$ cat config.mk
export PLATFORM = sky130hd
export DESIGN_NAME = mmpc_ctrl
export DESIGN_NICKNAME = d
export VERILOG_FILES = /design/src/rtl/mmpc_pkg.sv /design/src/rtl/mmpc_ctrl.sv
export VERILOG_INCLUDE_DIRS = /design/src /design/src/rtl
export SDC_FILE = /design/constraint.sdc
export NUM_CORES = 2
export LEC_CHECK = 0
export ABC_AREA = 1
export BUFFER_PORTS_ARGS = -buffer_cell sky130_fd_sc_hd__buf_4
export CAP_MARGIN = 5
export CORE_MARGIN = 2
export CORE_UTILIZATION = 40
export CTS_BUF_LIST = sky130_fd_sc_hd__clkbuf_16
export CTS_CLUSTER_SIZE = 20
export DETAILED_ROUTE_END_ITERATION = 8
export PLACE_DENSITY = 0.68
export REMOVE_ABC_BUFFERS = 1
export SETUP_SLACK_MARGIN = 0.02
export SLEW_MARGIN = 40
export SYNTH_ARGS = -nofsm -noshare
export SYNTH_HDL_FRONTEND = slang
export SYNTH_SLANG_ARGS = --single-unit
$ cat constraint.sdc
create_clock -name clk_i -period 6.7 [get_ports clk_i]
set_input_delay 0.67 -clock clk_i [delete_from_list [all_inputs] [get_ports clk_i]]
set_output_delay 0.67 -clock clk_i [all_outputs]
set_load 0.1 [all_outputs]
$ cat src/rtl/mmpc_consts.svh
// Constants for the manual move profile controller.
// Assumes inclusion by the controller and the bench top module only.
`ifndef MMPC_CONSTS_SVH
`define MMPC_CONSTS_SVH
// Register byte offsets
`define MMPC_OFF_VEL0      8'h00
`define MMPC_OFF_ACC0      8'h04
`define MMPC_OFF_DEC0      8'h08
`define MMPC_OFF_VEL1      8'h0C
`define MMPC_OFF_ACC1      8'h10
`define MMPC_OFF_DEC1      8'h14
`define MMPC_OFF_CTRL      8'h18
`define MMPC_OFF_SETTLE    8'h1C
`define MMPC_OFF_WINDOW    8'h20
`define MMPC_OFF_STATUS    8'h24
`define MMPC_OFF_IRQ_STAT  8'h28
`define MMPC_OFF_IRQ_MASK  8'h2C
`define MMPC_OFF_CMD_VEL   8'h30
// Control field positions
`define MMPC_CTRL_TB0      0
`define MMPC_CTRL_TB1      1
`define MMPC_CTRL_STOP     2
`define MMPC_CTRL_PLUS0    3
`define MMPC_CTRL_MINUS0   4
`define MMPC_CTRL_PLUS1    5
`define MMPC_CTRL_MINUS1   6
// Status field positions
`define MMPC_ST_ACC0       0
`define MMPC_ST_AT0        1
`define MMPC_ST_DEC0       2
`define MMPC_ST_PROG0      3
`define MMPC_ST_DONE0      4
`define MMPC_ST_ACC1       5
`define MMPC_ST_AT1        6
`define MMPC_ST_DEC1       7
`define MMPC_ST_PROG1      8
`define MMPC_ST_DONE1      9
`define MMPC_ST_ANY        10
`define MMPC_ST_SETTLED    11
// Interrupt event positions
`define MMPC_EV_DONE       0
`define MMPC_EV_SETTLED    1
`define MMPC_EV_W          2
// Reset values
`define MMPC_RST_WORD      32'h0000_0000
`endif

$ cat src/rtl/mmpc_pkg.sv
// Types shared by the manual move profile controller.
// Assumes the constants header is available on the include path.
package mmpc_pkg;
  // Motion state
  typedef enum logic [1:0] {
    MMPC_IDLE,
    MMPC_RAMP,
    MMPC_STOPPING
  } mmpc_state_type;
  // One parameter set
  typedef struct packed {
    logic [31:0] vel;
    logic [31:0] acc;
    logic [31:0] dec;
    logic tb_sync;
  } mmpc_set_type;
  // Per-set status flags
  typedef struct packed {
    logic done;
    logic prog;
    logic dec;
    logic at;
    logic acc;
  } mmpc_flags_type;
endpackage : mmpc_pkg

$ cat src/rtl/mmpc_ctrl.sv
// Manual move profile controller with in-position detector.
// Assumes a Wishbone classic master on clk_i and pin-level inputs from
// outside the clock domain; the speed command drives a servo drive.
// Behaviour
// - Settled after stop and small error long
// - Any-set complete on either set finishing
// - Minus hold drives negative, then decelerates
// - Plus hold drives positive, then decelerates
// - Set select picks set zero or one
// - Set change ramps smoothly to new speed
// - Program stop decelerates at active rate
// - Each set owns accel and decel rates
// - Accelerating flag high while ramping up
// - At-speed flag on reaching target speed
// - Set complete on stop, cleared restart
// - In-progress high through whole profile
// - Decelerating flag during deceleration ramp
// - Program starts move at set speed
// - Time base real time or sync scaled
// - Set velocity is the target speed
`include "mmpc_consts.svh"
module mmpc_ctrl #(
  parameter int VW = 32
) (
  // Clock and reset
  input wire logic clk_i,
  input wire logic rst_i,
  // Wishbone classic slave
  input wire logic cyc_i,
  input wire logic stb_i,
  input wire logic we_i,
  input wire logic [7:0] adr_i,
  input wire logic [3:0] sel_i,
  input wire logic [31:0] dat_i,
  output logic [31:0] dat_o,
  output logic ack_o,
  // Pin inputs
  input wire logic plus_hold_in_i,
  input wire logic minus_hold_in_i,
  input wire logic set_select_i,
  input wire logic sync_tick_i,
  input wire logic [VW-1:0] follow_err_i,
  // Drive command and flags
  output logic [VW-1:0] cmd_vel_o,
  output logic settled_flag_o,
  output logic any_set_complete_o,
  output logic [9:0] set_flags_o,
  output logic irq_o
);
  // ****************************************************************
  // Elaboration check
  // ****************************************************************
  if (VW != 32) begin : g_bad_vw
    $error("mmpc_ctrl serves only a 32-bit speed word");
  end

  // ****************************************************************
  // Declarations
  // ****************************************************************
  mmpc_pkg::mmpc_set_type set_reg [2]; // Parameter sets
  logic [31:0] ctrl_reg; // Time bases and program commands
  logic [31:0] settle_reg; // Settle time in ticks
  logic [31:0] window_reg; // Settle error window
  logic [`MMPC_EV_W-1:0] irq_stat_reg; // Sticky events
  logic [`MMPC_EV_W-1:0] irq_mask_reg; // Event enables
  logic [2:0] plus_sync_reg; // Pin synchronisers
  logic [2:0] minus_sync_reg;
  logic [2:0] sel_sync_reg;
  logic [2:0] tick_sync_reg; // Third stage for edge detect
  mmpc_pkg::mmpc_state_type state_reg;
  logic act_reg; // Active set
  logic dir_neg_reg; // Direction of motion
  logic signed [32:0] speed_reg; // Signed magnitude of speed
  mmpc_pkg::mmpc_flags_type flg_reg [2];
  logic any_reg;
  logic settled_reg;
  logic [31:0] settle_cnt_reg;
  logic [31:0] speed_mag; // Unsigned present speed
  logic req_plus, req_minus, req_set; // Request decode
  logic req_on;
  logic [31:0] target;
  logic step_en; // Time base gate
  logic done_ev;
  logic [31:0] rd_data;
  logic acc_hit;
  logic [31:0] abs_err;

  // Merge a write with byte enables
  function automatic logic [31:0] wb_merge(input logic [31:0] old,
                                           input logic [31:0] nw,
                                           input logic [3:0] sel);
    logic [31:0] r;
    r = old;
    for (int i = 0; i < 4; i++) begin
      if (sel[i]) begin
        r[i*8 +: 8] = nw[i*8 +: 8];
      end
    end
    return r;
  endfunction : wb_merge

  // ****************************************************************
  // Bus handshake
  // ****************************************************************
  assign acc_hit = cyc_i && stb_i && !ack_o;
  // One wait state, ack drops the cycle after it is given
  always_ff @(posedge clk_i) begin
    if (rst_i) begin
      ack_o <= 1'b0;
    end else begin
      ack_o <= acc_hit;
    end
  end

  // Register writes
  always_ff @(posedge clk_i) begin
    if (rst_i) begin
      for (int s = 0; s < 2; s++) begin
        set_reg[s] <= '0;
      end
      ctrl_reg <= `MMPC_RST_WORD;
      settle_reg <= `MMPC_RST_WORD;
      window_reg <= `MMPC_RST_WORD;
      irq_mask_reg <= '0;
    end else if (acc_hit && we_i) begin
      case (adr_i)
        `MMPC_OFF_VEL0: set_reg[0].vel <=
          wb_merge(set_reg[0].vel, dat_i, sel_i);
        `MMPC_OFF_ACC0: set_reg[0].acc <=
          wb_merge(set_reg[0].acc, dat_i, sel_i);
        `MMPC_OFF_DEC0: set_reg[0].dec <=
          wb_merge(set_reg[0].dec, dat_i, sel_i);
        `MMPC_OFF_VEL1: set_reg[1].vel <=
          wb_merge(set_reg[1].vel, dat_i, sel_i);
        `MMPC_OFF_ACC1: set_reg[1].acc <=
          wb_merge(set_reg[1].acc, dat_i, sel_i);
        `MMPC_OFF_DEC1: set_reg[1].dec <=
          wb_merge(set_reg[1].dec, dat_i, sel_i);
        `MMPC_OFF_CTRL: begin
          ctrl_reg <= wb_merge(ctrl_reg, dat_i, sel_i);
          // Time base bits copied into the sets
          if (sel_i[0]) begin
            set_reg[0].tb_sync <= dat_i[`MMPC_CTRL_TB0];
            set_reg[1].tb_sync <= dat_i[`MMPC_CTRL_TB1];
          end
        end
        `MMPC_OFF_SETTLE: settle_reg <= wb_merge(settle_reg, dat_i, sel_i);
        `MMPC_OFF_WINDOW: window_reg <= wb_merge(window_reg, dat_i, sel_i);
        `MMPC_OFF_IRQ_MASK: begin
          irq_mask_reg <= dat_i[`MMPC_EV_W-1:0];
        end
        // Other offsets ignore writes
        default: begin
        end
      endcase
    end
  end

  // Read multiplexer
  always_comb begin
    rd_data = 32'h0000_0000;
    case (adr_i)
      `MMPC_OFF_VEL0: rd_data = set_reg[0].vel;
      `MMPC_OFF_ACC0: rd_data = set_reg[0].acc;
      `MMPC_OFF_DEC0: rd_data = set_reg[0].dec;
      `MMPC_OFF_VEL1: rd_data = set_reg[1].vel;
      `MMPC_OFF_ACC1: rd_data = set_reg[1].acc;
      `MMPC_OFF_DEC1: rd_data = set_reg[1].dec;
      `MMPC_OFF_CTRL: rd_data = ctrl_reg;
      `MMPC_OFF_SETTLE: rd_data = settle_reg;
      `MMPC_OFF_WINDOW: rd_data = window_reg;
      `MMPC_OFF_STATUS: rd_data = {20'h00000, settled_reg, any_reg,
                                   flg_reg[1], flg_reg[0]};
      `MMPC_OFF_IRQ_STAT: rd_data = {30'h00000000, irq_stat_reg};
      `MMPC_OFF_IRQ_MASK: rd_data = {30'h00000000, irq_mask_reg};
      `MMPC_OFF_CMD_VEL: rd_data = cmd_vel_o;
      // Unmapped reads as zero
      default: rd_data = 32'h0000_0000;
    endcase
  end

  // Read data register
  always_ff @(posedge clk_i) begin
    if (rst_i) begin
      dat_o <= 32'h0000_0000;
    end else if (acc_hit && !we_i) begin
      dat_o <= rd_data;
    end
  end

  // ****************************************************************
  // Input synchronisers
  // ****************************************************************
  always_ff @(posedge clk_i) begin
    if (rst_i) begin
      plus_sync_reg <= 3'h0;
      minus_sync_reg <= 3'h0;
      sel_sync_reg <= 3'h0;
      tick_sync_reg <= 3'h0;
    end else begin
      plus_sync_reg <= {plus_sync_reg[1:0], plus_hold_in_i};
      minus_sync_reg <= {minus_sync_reg[1:0], minus_hold_in_i};
      sel_sync_reg <= {sel_sync_reg[1:0], set_select_i};
      tick_sync_reg <= {tick_sync_reg[1:0], sync_tick_i};
    end
  end

  // ****************************************************************
  // Request decode
  // ****************************************************************
  always_comb begin
    req_plus = plus_sync_reg[1] && !minus_sync_reg[1];
    req_minus = minus_sync_reg[1] && !plus_sync_reg[1];
    req_set = sel_sync_reg[1];
    if (ctrl_reg[`MMPC_CTRL_PLUS0] ^ ctrl_reg[`MMPC_CTRL_MINUS0]) begin
      req_plus = ctrl_reg[`MMPC_CTRL_PLUS0];
      req_minus = ctrl_reg[`MMPC_CTRL_MINUS0];
      req_set = 1'b0;
    end else if (ctrl_reg[`MMPC_CTRL_PLUS1] ^
                 ctrl_reg[`MMPC_CTRL_MINUS1]) begin
      req_plus = ctrl_reg[`MMPC_CTRL_PLUS1];
      req_minus = ctrl_reg[`MMPC_CTRL_MINUS1];
      req_set = 1'b1;
    end
    req_on = (req_plus || req_minus) && !ctrl_reg[`MMPC_CTRL_STOP];
    target = set_reg[req_set].vel;
    // Synchronised base steps on sync edges only
    step_en = set_reg[act_reg].tb_sync ?
              (tick_sync_reg[1] && !tick_sync_reg[2]) : 1'b1;
    speed_mag = speed_reg[32] ? 32'h0000_0000 : speed_reg[31:0];
  end

  // ****************************************************************
  // Profile generator
  // ****************************************************************
  // One speed step per clock tick, or per sync edge when the set uses the synchronised time base
  always_ff @(posedge clk_i) begin
    if (rst_i) begin
      state_reg <= mmpc_pkg::MMPC_IDLE;
      act_reg <= 1'b0;
      dir_neg_reg <= 1'b0;
      speed_reg <= '0;
    end else begin
      case (state_reg)
        mmpc_pkg::MMPC_IDLE: begin
          if (req_on) begin
            state_reg <= mmpc_pkg::MMPC_RAMP;
            act_reg <= req_set;
            dir_neg_reg <= req_minus;
          end
        end
        mmpc_pkg::MMPC_RAMP: begin
          if (!req_on || (req_minus != dir_neg_reg)) begin
            state_reg <= mmpc_pkg::MMPC_STOPPING;
          end else begin
            // Set change ramps to new speed
            act_reg <= req_set;
            if (step_en) begin
              if (speed_mag < target) begin
                speed_reg <= (target - speed_mag > set_reg[req_set].acc)
                  ? speed_reg + {1'b0, set_reg[req_set].acc}
                  : {1'b0, target};
              end else if (speed_mag > target) begin
                speed_reg <= (speed_mag - target > set_reg[req_set].dec)
                  ? speed_reg - {1'b0, set_reg[req_set].dec}
                  : {1'b0, target};
              end
            end
          end
        end
        mmpc_pkg::MMPC_STOPPING: begin
          // Decelerate to zero at active rate
          if (speed_mag == 32'h0000_0000) begin
            state_reg <= mmpc_pkg::MMPC_IDLE;
          end else if (step_en) begin
            speed_reg <= (speed_mag > set_reg[act_reg].dec)
              ? speed_reg - {1'b0, set_reg[act_reg].dec} : '0;
          end
        end
        default: state_reg <= mmpc_pkg::MMPC_IDLE;
      endcase
    end
  end

  assign done_ev = (state_reg == mmpc_pkg::MMPC_STOPPING) &&
                   (speed_mag == 32'h0000_0000);

  // ****************************************************************
  // Status flags
  // ****************************************************************
  for (genvar s = 0; s < 2; s++) begin : g_flags
    always_ff @(posedge clk_i) begin
      if (rst_i) begin
        flg_reg[s] <= '0;
      end else begin
        flg_reg[s].prog <= (state_reg != mmpc_pkg::MMPC_IDLE) &&
                           !done_ev && act_reg == s;
        flg_reg[s].acc <= state_reg == mmpc_pkg::MMPC_RAMP &&
                          act_reg == s && speed_mag < target;
        flg_reg[s].at <= state_reg == mmpc_pkg::MMPC_RAMP &&
                         act_reg == s && speed_mag == target;
        flg_reg[s].dec <= act_reg == s && !done_ev &&
          (state_reg == mmpc_pkg::MMPC_STOPPING ||
           (state_reg == mmpc_pkg::MMPC_RAMP && speed_mag > target));
        // Complete, cleared on restart of this set
        if (done_ev && act_reg == s) begin
          flg_reg[s].done <= 1'b1;
        end else if ((state_reg == mmpc_pkg::MMPC_IDLE && req_on &&
                      req_set == s) ||
                     (state_reg != mmpc_pkg::MMPC_IDLE && act_reg == s)) begin
          flg_reg[s].done <= 1'b0;
        end
      end
    end
  end

  always_ff @(posedge clk_i) begin
    if (rst_i) begin
      any_reg <= 1'b0;
    end else if (done_ev) begin
      any_reg <= 1'b1;
    end else if (state_reg == mmpc_pkg::MMPC_IDLE && req_on) begin
      any_reg <= 1'b0;
    end
  end

  // ****************************************************************
  // Settle detector
  // ****************************************************************
  assign abs_err = follow_err_i[31] ? (~follow_err_i + 32'h0000_0001)
                                    : follow_err_i;
  // Stopped and small error long enough
  always_ff @(posedge clk_i) begin
    if (rst_i) begin
      settle_cnt_reg <= 32'h0000_0000;
      settled_reg <= 1'b0;
    end else if (state_reg != mmpc_pkg::MMPC_IDLE ||
                 abs_err >= window_reg) begin
      settle_cnt_reg <= 32'h0000_0000;
      settled_reg <= 1'b0;
    end else if (settle_cnt_reg < settle_reg) begin
      settle_cnt_reg <= settle_cnt_reg + 32'h0000_0001;
    end else begin
      settled_reg <= 1'b1;
    end
  end

  // ****************************************************************
  // Interrupts and outputs
  // ****************************************************************
  // Sticky events, read clears, a new event wins
  always_ff @(posedge clk_i) begin
    if (rst_i) begin
      irq_stat_reg <= '0;
    end else begin
      irq_stat_reg <= ((acc_hit && !we_i && adr_i == `MMPC_OFF_IRQ_STAT)
                       ? '0 : irq_stat_reg) |
                      {(settle_cnt_reg == settle_reg) && !settled_reg &&
                       state_reg == mmpc_pkg::MMPC_IDLE &&
                       abs_err < window_reg, done_ev};
    end
  end

  // Registered outputs
  always_ff @(posedge clk_i) begin
    if (rst_i) begin
      cmd_vel_o <= '0;
      settled_flag_o <= 1'b0;
      any_set_complete_o <= 1'b0;
      set_flags_o <= 10'h000;
      irq_o <= 1'b0;
    end else begin
      cmd_vel_o <= dir_neg_reg ? (~speed_reg[31:0] + 32'h0000_0001)
                               : speed_reg[31:0];
      settled_flag_o <= settled_reg;
      any_set_complete_o <= any_reg;
      set_flags_o <= {flg_reg[1], flg_reg[0]};
      irq_o <= |(irq_stat_reg & irq_mask_reg);
    end
  end
endmodule : mmpc_ctrl

==> flow_metrics.tcl <==
set metrics [dict create \
    cpMaxStageDelayCell "ha_1" \
    cts_inserted_buffers 48 \
    drv_slew 0 \
    rows 109 \
    powerDensity_mw_per_mm2 236 \
    total_power_w 0.00940 \
    ff2ff_setup_slack_ps 350 \
    syn-cell-area_mm2 0.0355 \
    finalNetCount 5641 \
    synth_cell_types 60 \
    dr.pass1.iters 8 \
    globalplace.congestion 1.06 \
    timing.final.ws_setup_ps 355 \
    place_hpwl_mm 122 \
    drt-initial-drc-count 4190 \
    postLayoutCoreUtil_pct 45.1 \
    area_growth_pct 12.0 \
    synth_seq_area_share_pct 31.6 \
    arrival_ps 6850 \
    min_path_cells 3 \
    grt_pass1_vias 34900 \
    wl_mm 149 \
    maxSlewHeadroom_pct 36.4 \
    clk_pin_slew_worst_paths_ps 60 \
    fin_crit_ps 6350 \
    vdd_ir_drop_max_mv 0.206 \
    tightest_slew_ps 944 \
    rsz0062_at_grt "false" \
    yosysTopAreaCell "edfxtp_1" \
    synth_seq_cells 463 \
    grt_max_degree 70 \
    cp-end-kind "register" \
    p_leak_nw 18.1 \
    pre_cts_ws_ps 0.730 \
    clock-sinks 463 \
    synth_area_leaders "edfxtp_1, dfxtp_1, nand2_1" \
    reg2reg_to "speed_reg[24]" \
    final_hold_viol_count 0 \
    worstSetupPathType "reg2reg" \
    start_util_pct 40.3 \
    dieArea_mm2 0.0912 \
    n_fill_cell 9077 \
    yosys_warnings 0 \
    worst_path_largest_cell_delay_ps 470 \
    largest_reg_flops 194 \
    gr-total-overflow 0 \
    netlist_instances 5144 \
    worstHoldPathType "in2reg" \
    startpoint_type "register" \
    clock_latency_ps 630 \
    async_reset_ff_share_pct 0 \
    die_h_um 302 \
    cp.required_ps 7200 \
    core_mm2 0.0882 \
    synth_common_cells "nand2_1, inv_1, nor2_1, a21oi_1, o21ai_0" \
    die_w_um 302 \
    grt.total_usage_pct 31.9 \
    maxCapViolations 0 \
    fin_crit_sh_pct 94.7 \
    hold_start "plus_hold_in_i" \
    routedWlPerCell_um 23.1 \
    dr_total_vias 37000 \
    setup_violations 0 \
    rr_worst_depth 31 \
    drcViolationCount 0 \
    yosysMostFrequentCell "nand2_1" \
    ant_nets 0 \
    max_freq_mhz 158 \
    crit_path_frequent_cell "nand2_1" \
    r2r-start "ctrl_reg[3]" \
    tns_ps 0 \
    synth.top_cell.area_share_pct 16.6 \
    cts_setup_buffers 0 \
    grt_first_pass_wirelength_mm 218 \
    hold_path_end "plus_sync_reg[0]" \
    dpl_cell_area_mm2 0.0381 \
    crit_fanout 55 \
    fin_worst_skew_ps 34.6 \
    cts_root_buf "clkbuf_16" \
    status "complete, no violations" \
    fin_area_mm2 0.0398 \
    layout-drive-gt1-share_pct 7.22 \
    synth_ff_type "dfxtp_1" \
    io_pins 163 \
    synth-edff-count 196 \
    avgSynthCellArea_um2 6.91 \
    grt_antenna_before_repair 1 \
    port-buffer-count 162 \
    cts_buffer_depth 3 \
    htreeDepth 2 \
    cts_tree "done" \
    drt-vias-per-instance 5.74 \
]
kinds of logic (layout without fill, tap and decap cells):
family / Yosys count / count (layout) / synth area share, %
and+or+nand+nor: 2115 / 2116 / 24.5
AOI/OAI and AO/OA: 1212 / 1212 / 19.2
buffers and inverters: 870 / 1002 / 9.32
DFF: 463 / 463 / 31.6
adders and majority gates: 319 / 319 / 11.3
xor gates and xnor gates: 164 / 164 / 4.06
muxes: 1 / 1 / 0.0282
other: 0 / 4 / 0
critical path: cells and delay by family (launching register included):
family,cells,cell delay [ps]
xor gates and xnor gates,2,520
DFF,1,400
buffers and inverters,5,970
adders and majority gates,2,780
AOI/OAI and AO/OA,1,460
and+or+nand+nor,21,3020
stage by stage:
step / cells / hold slack, ps
floorplan: 4961 / 388
global placement: 6349 / 398
detailed placement: 6350 / 401
CTS: 6440 / 239
global route: 6442 / 260
finish: 6446 / 243
per-layer routing:
metal	track usage [%]	wire, um	up-vias
met3	4.47	13500	307
met5	0	0	-
met2	50.7	66000	1799
met4	13.6	7240	0
met1	43.5	62400	17400
li1	-	-	17500
worst max-delay path by stage:
stage | start | to | slack, ps | depth (start not counted)
6_report | ctrl_reg[3] | speed_reg[24] | 350 | 31
5_1_grt | ctrl_reg[5] | speed_reg[19] | 10 | 34
4_1_cts | ctrl_reg[3] | speed_reg[19] | 120 | 29
3_5_place_dp | ctrl_reg[3] | speed_reg[24] | 0.7 | 28
3_3_place_gp | ctrl_reg[3] | speed_reg[24] | -20 | 28
2_1_floorplan | ctrl_reg[5] | speed_reg[32] | 210 | 31
cells in the final DEF (no fill, tap or decap), types with 20 or more instances in the layout:
master | synthesis | final
xnor2_1 | 36 | 36
o21a_1 | 20 | 20
o22ai_1 | 56 | 56
xor2_1 | 127 | 127
or2_2 | 20 | 20
nor4_1 | 26 | 22
a31oi_1 | 22 | 22
o21ai_1 | 3 | 30
a221oi_1 | 68 | 68
edfxtp_1 | 196 | 196
nand3_1 | 213 | 212
o21ai_0 | 430 | 402
a21oi_1 | 503 | 496
nand2_1 | 1125 | 1125
buf_4 | 3 | 218
inv_1 | 680 | 685
ha_1 | 315 | 313
clkbuf_16 | 0 | 49
nor3_1 | 81 | 81
nor2_1 | 557 | 541
o2111ai_1 | 22 | 22
nand4_1 | 64 | 64
dfxtp_1 | 267 | 265
cell type report:
type	count	area, um2	area share, %
inverter	687	2580	6.50
clock inverter	41	363	0.912
tap	1165	1460	3.66
sequential	463	11200	28.2
timing repair buffer	225	1770	4.45
antenna	4	10.0	0.0252
clock buffer	49	1230	3.08
multi-input combinational	3812	21100	53.1
timing repair:
action	4_1_cts	5_1_grt
gates cloned	0	1
gates resized for setup	1	12
endpoints found under the setup margin	17	33
pin swaps	0	1
hold buffers	0	0
power breakdown:
part / switching (W) / internal [W] / total [W]
Sequential: 0.000129 / 0.00303 / 0.00316
Clock: 0.00127 / 0.00150 / 0.00277
Combinational: 0.00241 / 0.00106 / 0.00347
Note: power is estimated with default switching activity, not from simulation.
